### src/hdl/cps_pkg.sv
// Package of constants and types for the cuff pressure safety control block
package cps_pkg;
    // Pressure limits per mode, in mmHg
    localparam logic [15:0] CPS_LIMIT_ADULT = 16'h0127; // 295
    localparam logic [15:0] CPS_LIMIT_PED = 16'h00C3; // 195
    localparam logic [15:0] CPS_LIMIT_NEO = 16'h0091; // 145
    // Measurement type codes on the mode bus
    localparam logic [2:0] CPS_TYPE_NONE = 3'h0;
    localparam logic [2:0] CPS_TYPE_ADULT = 3'h1;
    localparam logic [2:0] CPS_TYPE_PED = 3'h2;
    localparam logic [2:0] CPS_TYPE_NEO = 3'h3;
    localparam int CPS_DAC_W = 12;
    localparam logic [11:0] CPS_DAC_OFF = 12'h000;
    localparam logic [11:0] CPS_DAC_FULL = 12'hFFF;
    localparam logic [11:0] CPS_DAC_STEP = 12'h001;
    localparam logic [11:0] CPS_DAC_NEO_PUMP = 12'h800;
    // Bleed rate target in mmHg per second
    localparam int CPS_BLEED_RATE = 6;
    localparam int CPS_CLK_HZ = 200000000;
    localparam int CPS_SAMPLE_MHZ_X1000 = 1196; // 1.196 kHz sample rate, in Hz
    localparam int CPS_SAMPLE_CYC = CPS_CLK_HZ / CPS_SAMPLE_MHZ_X1000;
    localparam int CPS_BLEED_CYC = CPS_CLK_HZ / CPS_BLEED_RATE;
    localparam logic [11:0] CPS_ADC_FULL = 12'hFFF;
    localparam int CPS_PWM_W = 8;
    typedef enum logic [2:0] {CPS_IDLE, CPS_WAIT_ACK, CPS_INFLATE, CPS_BLEED, CPS_DUMP} cps_phase_e;
endpackage

### src/hdl/cps_mon_if.sv
// Interface between the main controller and the over-pressure monitor
`timescale 1ns/1ps
interface cps_mon_if;
    logic [2:0] measure_type_sel;
    logic [2:0] monitor_ack_state;
    logic actuator_supply_en_n;
    modport ctrl (output measure_type_sel, input monitor_ack_state, input actuator_supply_en_n);
    modport mon (input measure_type_sel, output monitor_ack_state, output actuator_supply_en_n);
endinterface

### src/hdl/cps_monitor.sv
// Redundant over-pressure monitor with latched emergency shutdown
`timescale 1ns/1ps
module cps_monitor
    import cps_pkg::*;
#(
    parameter int SAMPLE_CYC = CPS_SAMPLE_CYC
) (
    input wire logic clock,
    input wire logic por_n,
    input wire logic [11:0] overpress_sense,
    input wire logic [11:0] ref_two_point_five,
    input wire logic [15:0] overpress_limit_raw,
    cps_mon_if.mon mon
);
    typedef struct packed {
        logic [17:0] div;
        logic shutdown;
        logic [2:0] ack;
    } cps_mon_s;
    cps_mon_s st_reg, st_next;

    // Limit of the acknowledged type, in mmHg
    function automatic logic [15:0] cps_limit(input logic [2:0] t);
        case (t)
            CPS_TYPE_ADULT: cps_limit = CPS_LIMIT_ADULT;
            CPS_TYPE_PED: cps_limit = CPS_LIMIT_PED;
            CPS_TYPE_NEO: cps_limit = CPS_LIMIT_NEO;
            default: cps_limit = CPS_LIMIT_NEO;
        endcase
    endfunction

    // Sample tick, limit check and sticky shutdown; no sleep state exists
    always_comb begin
        st_next = st_reg;
        if (st_reg.div == 18'(SAMPLE_CYC - 1)) begin
            st_next.div = '0;
            if ({4'h0, overpress_sense} > cps_limit(st_reg.ack) || ref_two_point_five == CPS_ADC_FULL ||
                overpress_limit_raw > CPS_LIMIT_ADULT) begin
                st_next.shutdown = 1'b1;
            end
        end else begin
            st_next.div = st_reg.div + 18'h00001;
        end
        // Acknowledge type only while healthy
        st_next.ack = st_next.shutdown ? CPS_TYPE_NONE : mon.measure_type_sel;
    end

    // Only power-on reset clears shutdown; the controller reset is not wired here
    always_ff @(posedge clock or negedge por_n) begin
        if (!por_n) begin
            st_reg <= '0;
        end else begin
            st_reg <= st_next;
        end
    end

    assign mon.monitor_ack_state = st_reg.ack;
    assign mon.actuator_supply_en_n = st_reg.shutdown;
endmodule

### src/hdl/cps_top.sv
// Main cuff controller with actuator drives and the redundant monitor
`timescale 1ns/1ps
// How it works
// - Over the mode limit, halt and open dump and bleed valves.
// - Monitor cuts actuator supply on uncorrected over-pressure, independent of controller.
// - Shutdown stays latched until power cycle.
// - Pump driven by active-high PWM output.
// - Dump valve drive high keeps the valve closed.
// - Bleed valve set by 12-bit code; zero open, full scale closed.
// - During measurement bleed is regulated for 6 mmHg per second fall.
// - Neonate mode may throttle inflation with the bleed valve.
// - After reset pump off and both valves open.
// - Controller sends type on 3 bits; monitor returns matching state.
// - Monitor samples backup pressure at 1.196 kHz, shuts down on fault.
// - Shutdown drives actuator supply enable high.
// - Controller reset never releases the monitor.
// - Full-scale reference reading means converter reference failed.
// - Monitor never sleeps.
// - Controller watches pressures, reference and supplies.
// - Host reset holds only the controller in reset.
module cps_top
    import cps_pkg::*;
#(
    parameter int SAMPLE_CYC = CPS_SAMPLE_CYC,
    parameter int BLEED_CYC = CPS_BLEED_CYC
) (
    input wire logic clock,
    input wire logic nrst,
    input wire logic host_module_reset_n,
    input wire logic start,
    input wire logic [2:0] measure_type,
    input wire logic measure_done,
    input wire logic [15:0] cuff_pressure,
    input wire logic [15:0] overpress_pressure,
    input wire logic [15:0] target_pressure,
    input wire logic [11:0] overpress_sense,
    input wire logic [11:0] ref_two_point_five,
    input wire logic [11:0] analog_five_supply,
    input wire logic [11:0] supply_twelve,
    input wire logic [11:0] switched_actuator_supply,
    input wire logic [7:0] pump_duty,
    output logic pump_drive,
    output logic dump_valve_drive,
    output logic [11:0] bleed_valve,
    output logic [2:0] measure_type_sel,
    output logic actuator_supply_en_n,
    output logic overpress_halt,
    output logic monitor_not_ready,
    output logic supply_fault,
    output logic measuring
);
    // ****************************************
    // Reset release
    // ****************************************
    logic [1:0] por_sync;
    logic [1:0] ctl_sync;
    logic por_n;
    logic ctl_n;

    // Power-on reset reaches the monitor; host reset only the controller
    always_ff @(posedge clock or negedge nrst) begin
        if (!nrst) begin
            por_sync <= 2'b00;
        end else begin
            por_sync <= {por_sync[0], 1'b1};
        end
    end
    always_ff @(posedge clock or negedge nrst) begin
        if (!nrst) begin
            ctl_sync <= 2'b00;
        end else if (!host_module_reset_n) begin
            ctl_sync <= 2'b00;
        end else begin
            ctl_sync <= {ctl_sync[0], 1'b1};
        end
    end
    assign por_n = por_sync[1];
    assign ctl_n = ctl_sync[1];

    // ****************************************
    // Monitor
    // ****************************************
    cps_mon_if mif();
    cps_monitor #(.SAMPLE_CYC(SAMPLE_CYC)) u_mon (
        .clock(clock),
        .por_n(por_n),
        .overpress_sense(overpress_sense),
        .ref_two_point_five(ref_two_point_five),
        .overpress_limit_raw(overpress_pressure),
        .mon(mif.mon)
    );

    // ****************************************
    // Main controller state
    // ****************************************
    typedef struct packed {
        cps_phase_e phase;
        logic [2:0] type_sel;
        logic [7:0] pwm_cnt;
        logic pump;
        logic dump;
        logic [11:0] dac;
        logic [31:0] tick;
        logic [15:0] last_p;
        logic halt;
        logic not_ready;
        logic sfault;
        logic meas;
        logic supply_off;
    } cps_ctl_s;
    cps_ctl_s c_reg, c_next;

    function automatic logic [15:0] cps_mode_limit(input logic [2:0] t);
        case (t)
            CPS_TYPE_ADULT: cps_mode_limit = CPS_LIMIT_ADULT;
            CPS_TYPE_PED: cps_mode_limit = CPS_LIMIT_PED;
            default: cps_mode_limit = CPS_LIMIT_NEO;
        endcase
    endfunction

    // Sequencer, actuator drives and supervision
    always_comb begin
        c_next = c_reg;
        c_next.pwm_cnt = c_reg.pwm_cnt + 8'h01;
        c_next.supply_off = mif.actuator_supply_en_n;
        // Supervision of reference and supplies; a dead rail reads zero
        c_next.sfault = (ref_two_point_five == CPS_ADC_FULL) || (analog_five_supply == 12'h000) ||
            (supply_twelve == 12'h000) ||
            (switched_actuator_supply == 12'h000 && !mif.actuator_supply_en_n);
        c_next.not_ready = (mif.monitor_ack_state != c_reg.type_sel);
        c_next.pump = 1'b0;
        case (c_reg.phase)
            CPS_IDLE: begin
                c_next.dump = 1'b0;
                c_next.dac = CPS_DAC_OFF;
                c_next.meas = 1'b0;
                if (start) begin
                    c_next.type_sel = measure_type;
                    c_next.halt = 1'b0;
                    c_next.phase = CPS_WAIT_ACK;
                end
            end
            CPS_WAIT_ACK: begin
                if (mif.monitor_ack_state == c_reg.type_sel && c_reg.type_sel != CPS_TYPE_NONE) begin
                    c_next.phase = CPS_INFLATE;
                end
            end
            CPS_INFLATE: begin
                c_next.dump = 1'b1;
                c_next.dac = (c_reg.type_sel == CPS_TYPE_NEO) ? CPS_DAC_NEO_PUMP : CPS_DAC_FULL;
                c_next.pump = (c_reg.pwm_cnt < pump_duty);
                if (cuff_pressure >= target_pressure) begin
                    c_next.phase = CPS_BLEED;
                    c_next.tick = '0;
                    c_next.last_p = cuff_pressure;
                    c_next.meas = 1'b1;
                end
            end
            CPS_BLEED: begin
                c_next.dump = 1'b1;
                c_next.tick = c_reg.tick + 32'h1;
                // Once per sixth of a second expect a 1 mmHg drop
                if (c_reg.tick >= 32'(BLEED_CYC - 1)) begin
                    c_next.tick = '0;
                    c_next.last_p = cuff_pressure;
                    if (c_reg.last_p > cuff_pressure + 16'h0001 && c_reg.dac != CPS_DAC_FULL) begin
                        c_next.dac = c_reg.dac + CPS_DAC_STEP;
                    end else if (c_reg.last_p <= cuff_pressure && c_reg.dac != CPS_DAC_OFF) begin
                        c_next.dac = c_reg.dac - CPS_DAC_STEP;
                    end
                end
                if (measure_done) begin
                    c_next.phase = CPS_DUMP;
                end
            end
            CPS_DUMP: begin
                c_next.dump = 1'b0;
                c_next.dac = CPS_DAC_OFF;
                c_next.meas = 1'b0;
                c_next.phase = CPS_IDLE;
            end
            default: c_next.phase = CPS_IDLE;
        endcase
        // Mismatch after inflation began means the monitor dropped out
        if ((c_reg.phase == CPS_INFLATE || c_reg.phase == CPS_BLEED) &&
            mif.monitor_ack_state != c_reg.type_sel) begin
            c_next.phase = CPS_DUMP;
            c_next.pump = 1'b0;
            c_next.dump = 1'b0;
            c_next.dac = CPS_DAC_OFF;
        end
        // Pressure limit overrides everything
        if (c_reg.phase != CPS_IDLE && cuff_pressure > cps_mode_limit(c_reg.type_sel)) begin
            c_next.halt = 1'b1;
            c_next.phase = CPS_DUMP;
            c_next.pump = 1'b0;
            c_next.dump = 1'b0;
            c_next.dac = CPS_DAC_OFF;
        end
    end

    // Controller state, cleared by power-on or host reset
    always_ff @(posedge clock or negedge ctl_n) begin
        if (!ctl_n) begin
            c_reg <= '0;
            c_reg.phase <= CPS_IDLE;
        end else begin
            c_reg <= c_next;
        end
    end

    // Output flops; drives are forced open while supply is cut
    always_ff @(posedge clock or negedge por_n) begin
        if (!por_n) begin
            pump_drive <= 1'b0;
            dump_valve_drive <= 1'b0;
            bleed_valve <= CPS_DAC_OFF;
            measure_type_sel <= CPS_TYPE_NONE;
            actuator_supply_en_n <= 1'b0;
            overpress_halt <= 1'b0;
            monitor_not_ready <= 1'b0;
            supply_fault <= 1'b0;
            measuring <= 1'b0;
        end else begin
            pump_drive <= ctl_n & c_reg.pump & ~c_reg.supply_off;
            dump_valve_drive <= ctl_n & c_reg.dump & ~c_reg.supply_off;
            bleed_valve <= (ctl_n && !c_reg.supply_off) ? c_reg.dac : CPS_DAC_OFF;
            measure_type_sel <= c_reg.type_sel;
            actuator_supply_en_n <= mif.actuator_supply_en_n;
            overpress_halt <= c_reg.halt;
            monitor_not_ready <= c_reg.not_ready;
            supply_fault <= c_reg.sfault;
            measuring <= c_reg.meas;
        end
    end
    assign mif.measure_type_sel = c_reg.type_sel;
endmodule

### config.mk
export PLATFORM = sky130hd
export DESIGN_NAME = cps_top
export DESIGN_NICKNAME = d
export VERILOG_FILES = /design/src/hdl/cps_pkg.sv /design/src/hdl/cps_mon_if.sv /design/src/hdl/cps_monitor.sv /design/src/hdl/cps_top.sv
export SDC_FILE = /design/constraint.sdc
export NUM_CORES = 1
export LEC_CHECK = 0
export ABC_AREA = 1
export BUFFER_PORTS_ARGS = -buffer_cell sky130_fd_sc_hd__buf_4
export CORE_UTILIZATION = 45
export CTS_BUF_LIST = sky130_fd_sc_hd__clkbuf_8
export CTS_CLUSTER_SIZE = 30
export DETAILED_ROUTE_END_ITERATION = 16
export PLACE_DENSITY = 0.66
export SYNTH_ARGS = -nofsm -noshare
export SYNTH_HDL_FRONTEND = slang
export SYNTH_SLANG_ARGS = --single-unit
### constraint.sdc
create_clock -name clock -period 3.6 [get_ports clock]
set_input_delay 0.72 -clock clock [delete_from_list [all_inputs] [get_ports clock]]
set_output_delay 0.72 -clock clock [all_outputs]
set_load 0.005 [all_outputs]
Word level (Yosys, flattened, before mapping)
Cells that the tools add are included.
{"block": "classes", "muxes": 31, "n_eq_ne": 22, "addsub": 6, "n_lt_le_gt_ge": 8, "n_bitwise": 5, "reduce_logical": 35}
{"op": "48-bit one-hot mux with 2 select lines", "count": 1}
{"op": "60-bit two-way mux", "count": 1}
{"op": "48-bit two-way mux", "count": 1}
{"op": "13-bit one-hot mux with 3 select lines", "count": 1}
{"op": "12-bit zero test", "count": 3}
{"op": "12-bit two-way mux", "count": 3}
{"op": "9-bit one-hot mux with 2 select lines", "count": 2}
{"op": "32-bit by 1-bit adder with 32-bit output, second input constant", "count": 1}
{"op": "32-bit by 25-bit greater-or-equal comparator with 1-bit output, second input constant", "count": 1}
{"op": "16-bit > comparator", "count": 2}
{"op": "14-bit two-way mux", "count": 2}
{"op": "18-bit by 1-bit adder with 18-bit output, second input constant", "count": 1}
{"op": "18-bit equality test, second input constant", "count": 1}
{"op": "18-bit two-way mux", "count": 1}
{"op": "3-bit two-way mux", "count": 6}
{"op": "16-bit by 1-bit adder with 16-bit output, second input constant", "count": 1}
{"op": "16-bit greater-or-equal comparator", "count": 1}
{"op": "12-bit by 16-bit > comparator with 1-bit output", "count": 1}
{"op": "16-bit by 9-bit > comparator with 1-bit output, second input constant", "count": 1}
{"op": "16-bit less-or-equal comparator", "count": 1}
{"op": "16-bit two-way mux", "count": 1}
{"op": "3-bit by 2-bit equality test with 1-bit output, second input constant", "count": 5}
{"op": "12-bit by 1-bit adder with 12-bit output, second input constant", "count": 1}
{"op": "12-bit equality test, second input constant", "count": 1}
{"op": "32 further kinds", "count": 67}
{"block": "word_totals", "inputBits": 124, "out_inout_bits": 22, "wordCells": 134, "ff_bits": 129}

Longest topological paths before layout
{"block": "depth", "word_depth": 9, "mapped_depth": 29, "depth_no_buf": 29}

By module
A second synthesis with hierarchy kept.
{"block": "hier_totals", "hier_cells": 1143, "area_unflattened_um2": 8921.1}
{"mod": "cps_top", "cells_per_inst": 941, "area_each_um2": 7424.6, "seq_area_each_um2": 2677.6, "instances": 1}
{"mod": "cps_monitor", "cells_per_inst": 202, "area_each_um2": 1496.4, "seq_area_each_um2": 550.5, "instances": 1}

Least setup slack after synthesis
Ideal clock, no wire load.
{"block": "synth_path", "path_type": "input to register", "from": "in cuff_pressure[0]", "to": "reg c_reg[64] (netlist name)", "required_time_ns": 3.481, "setup_slack_ns": -0.456, "arrival_time_ns": 3.937, "stages": 27, "setup_ns": 0.119, "path_buffers": 0, "cell_sequence": "ha_1 > nand3_1 > nor2_1 > nand2_1 > nor3_2 > nand3_1 > nor3_1 > xor2_1 > ha_1 > nand2_1 > nor2_1 > nor3b_2 > nand2_1 > nand2_1 > nand2_2 > ha_1 > nand2_1 > o21ai_0 > nand2_1 > nand2_1 > nand2_1 > nor2_1 > nor2_1 > nand3_1 > nand3_1 > nand4_1 > nand2_1"}
{"block": "synth_via", "elab_chain_len": 8, "word_cells_on_any_way": 16, "classes_between": "add/sub: 1; order compare: 3; eq/ne: 2; mux: 5; reduce/logical: 5"}
{"element": "start, declared", "line": "cps_top.sv:33", "text": "input wire logic [15:0] cuff_pressure,"}
{"element": "16-bit by 1-bit adder with 16-bit output", "line": "cps_top.sv:166", "text": "if (c_reg.last_p > cuff_pressure + 16'h0001 && c_reg.dac != CPS_DAC_FULL) begin"}
{"element": "16-bit > comparator", "line": "cps_top.sv:166"}
{"element": "1-bit logical AND", "line": "cps_top.sv:166"}
{"element": "12-bit two-way mux", "line": "cps_top.sv:166"}
{"element": "60-bit two-way mux", "line": "cps_top.sv:163", "text": "if (c_reg.tick >= 32'(BLEED_CYC - 1)) begin"}
{"element": "13-bit one-hot mux with 3 select lines", "line": "cps_top.sv:132", "text": "case (c_reg.phase)"}
{"element": "14-bit two-way mux", "line": "cps_top.sv:185", "text": "if ((c_reg.phase == CPS_INFLATE || c_reg.phase == CPS_BLEED) &&"}
{"element": "14-bit two-way mux", "line": "cps_top.sv:193", "text": "if (c_reg.phase != CPS_IDLE && cuff_pressure > cps_mode_limit(c_reg.type_sel)) begin"}
{"element": "end signal, assigned", "line": "cps_top.sv:208", "text": "c_reg <= c_next;"}
{"element": "end, declared", "line": "cps_top.sv:111", "text": "cps_ctl_s c_reg, c_next;"}
Parallel ways exist; a longest one is shown, timed or not. The select of a mux whose other input is x is not followed.
A chain may end at the register's enable or synchronous reset.

Final worst setup path
{"block": "layout_path", "from": "in cuff_pressure[0]", "to": "reg c_reg[59] (netlist name)"}
The elaborated chain is that of the path after synthesis.

==> flow_metrics.tcl <==
set metrics [dict create \
    status "complete, but fails checks" \
    violations "negative setup slack" \
    clkSinkCount 129 \
    holdWs_ps 56.7 \
    power_density_nw_per_um2 583 \
    setup_viol 10 \
    ys_ff_latch 129 \
    fp-row-count 50 \
    clkTransAtPathRegs_ps 80 \
    gp_congestion 0.891 \
    antenna_found_initial 0 \
    syn_inst 1090 \
    grt_usage_pct 22.8 \
    ys_seq_area_share_pct 37.7 \
    finClkSkew_ps 8.25 \
    post-route-cell-area_um2 11200 \
    clk_path_buf_depth 2 \
    seqPwrFrac_pct 32.3 \
    grt_pass1_wl_um 35600 \
    syn_nets 1300 \
    grt_pass1_vias 7679 \
    rsz0062_at_grt "true" \
    drive_above_1_share_pct 25.3 \
    clkLatencyLatePin_ps 450 \
    die_h_um 140 \
    min_period_ps 3790 \
    required_ps 3940 \
    postPlaceCellArea_um2 10500 \
    synth_cell_types 50 \
    comb_power_share_pct 48.2 \
    largest_reg_flops 78 \
    relSlewSlack_pct 32.7 \
    htreeDepth 4 \
    die_w_um 140 \
    drv_slew 0 \
    core_area_um2 18700 \
    areaGrowthSynthToFinish_pct 30.2 \
    layout.nets 1519 \
    finalHoldViolations 0 \
    drt-pass1-iter-count 7 \
    route.detailed.drc 0 \
    cp_max_fo 6 \
    drtIter0Drc 323 \
    critical_path_arrival_ps 4130 \
    drt_wl_total_um 21500 \
    root_buffer "clkbuf_8" \
    power_leakage_uw 0.00571 \
    wl_per_cell_um 13.8 \
    internal-power_uw 3810 \
    hold_buffers 0 \
    clkPwrFrac_pct 19.5 \
    path_class "input pin to flip-flop" \
    tightest_slew_ps 1010 \
    initial_core_util_pct 45.8 \
    worst_slack_ps -192 \
    maxCapViolations 0 \
    drt-vias-per-instance 5.09 \
    final_core_utilization_pct 59.7 \
    p_sw_share_pct 41.5 \
    max_freq_ghz 0.264 \
    dpl.hpwl_um 16500 \
    finalCritPeriodShare_pct 105 \
    power_switching_uw 2700 \
    vias 7926 \
    cts_tree "done" \
    die-area_um2 19600 \
    synth_warnings 0 \
    io_pins 146 \
    cts_buffers 17 \
    cp-end-kind "flip-flop" \
    cp-start-kind "input pin" \
    grt_max_degree 45 \
    syn_area_um2 8570 \
    ant_nets 0 \
    hp-class "input pin to asynchronous set/reset pin" \
    syn_area_per_cell_um2 7.87 \
    grt-ovfl-total 0 \
    peakVddDrop_uv 360 \
    numPortBuffers 142 \
    n_antenna_cell 0 \
]
## cell type report
cell class,count,area [um2]
Sequential cell,129,3230
Clock inverter,15,171
Clock buffer,17,234
Fill cell,1679,7540
Multi-Input combinational cell,776,4950
Tap cell,234,293
Timing Repair Buffer,211,1630
Inverter,174,653
## power by group through the flow
stage          logic (uW)  clock network (uW)  registers (uW)
6_report             3140                1270            2100
5_1_grt              3530                1360            2150
4_1_cts              3030                1300            2100
3_5_place_dp         2890                   0            2120
3_3_place_gp         2830                   0            2120
2_1_floorplan        2050                   0            2040
## critical path, stage by stage
cell,delay (ps)
buf_8,90
nand3_4,80
nor2_4,90
nand4_1,120
nor2_1,130
nand2_1,90
nor2_2,100
nand3_2,130
nor3b_2,200
a21oi_1,70
ha_1,310
nand2_2,80
nor2_4,90
nor3b_2,160
nand2_1,110
nand2_4,160
nand2_8,120
ha_4,250
a21oi_2,210
o21ai_4,110
buf_4,150
a21oi_2,120
xor2_1,150
o21ai_1,80
nand4_1,110
nand2_1,60
## logic make-up after synthesis
family | Yosys count | synth area share [%]
fa+ha+maj | 86 | 12.6
compound gates | 152 | 9.97
other cells | 1 | 0.0437
simple gates | 495 | 26.9
xor+xnor | 41 | 4.19
buf+inv | 186 | 8.57
flops | 129 | 37.7
## timing repair
item	4_1_cts	5_1_grt
pin swaps	15	10
resized for setup	26	16
gates cloned	1	0
endpoints found under the setup margin	10	10
buffers inserted	6	2
## cells in the mapped netlist, drive strengths merged
master	instances	area, um2
nand2	221	890
inv	174	653
dfrtp	129	3230
nor2	125	527
ha	85	1060
a21oi	68	352
nand3	53	275
o21ai	48	248
nand4	33	206
xor2	33	289
nor3	30	180
nor4	18	119
o22ai	15	93.8
buf	10	73.8
xnor2	8	70.1
nand3b	6	45.0
nor3b	5	42.5
a21o	4	30.0
o21bai	4	30.0
a31oi	3	18.8
o21a	3	22.5
clkbuf	2	7.51
o211ai	2	15.0
or2	2	12.5
a21boi	1	7.51
a221oi	1	8.76
and3	1	6.26
conb	1	3.75
fa	1	20.0
o211a	1	10.0
o221a	1	11.3
o31ai	1	7.51
or3	1	6.26
## metrics by stage
step,power [uW],cells,setup WS (ps),setup TNS [ps]
2_1_floorplan,4090,1090,-156,-800
3_3_place_gp,4950,1516,-607,-5710
3_5_place_dp,5020,1516,-727,-6550
4_1_cts,6430,1555,-68.0,-195
5_1_grt,7040,1556,-429,-3540
6_report,6510,1556,-192,-1160
## per-layer routing
layer / vias up / global-route usage (%) / wire length (um)
met5: - / 0 / 0
met4: 0 / 6.94 / 375
met3: 24 / 4.27 / 1170
met2: 216 / 40.8 / 10700
met1: 3659 / 27.7 / 9330
li1: 4027 / - / -
## cells in the final DEF, fill, tap and decap left out, types with 3 or more instances in the layout
cell / netlist / routed
clkbuf_8: 0 / 17
nor2_2: 7 / 10
nor4_1: 17 / 17
inv_2: 7 / 9
ha_4: 0 / 11
nand4_1: 33 / 33
ha_1: 85 / 74
bufinv_16: 0 / 3
a21oi_1: 65 / 60
clkinvlp_4: 0 / 5
nor3_2: 6 / 8
a21oi_2: 3 / 8
a21o_1: 4 / 4
clkinv_4: 0 / 3
nor3b_1: 4 / 3
o21ai_1: 5 / 9
nand3_1: 51 / 45
nand2_4: 7 / 8
o21ai_0: 41 / 34
nand2_1: 211 / 203
o21a_1: 3 / 3
nor2_1: 115 / 108
nand3b_1: 6 / 6
o21ai_2: 2 / 3
nand3_2: 2 / 7
buf_4: 3 / 206
o21bai_1: 4 / 4
nor2_4: 1 / 5
nand2_2: 3 / 9
inv_1: 167 / 167
xnor2_1: 8 / 8
dfrtp_1: 129 / 127
xor2_1: 33 / 33
nor3_1: 24 / 22
o22ai_1: 15 / 15
## path summary, 6_finish.rpt
check | from | to | slack (ps) | depth (start not counted)
max | cuff_pressure[0] | c_reg[59] | -190 | 26
min | nrst | por_sync[0] | 60 | 1
max reg2reg | c_reg[12] | c_reg[59] | 630 | 17
min reg2reg | ctl_sync[1] | c_reg[64] | 250 | 0
max in group asynchronous | por_sync[1] | bleed_valve[8] | 2520 | 0
min in group clock | c_reg[3] | monitor_not_ready | 350 | 0
Note: power is estimated with default switching activity, not from simulation.
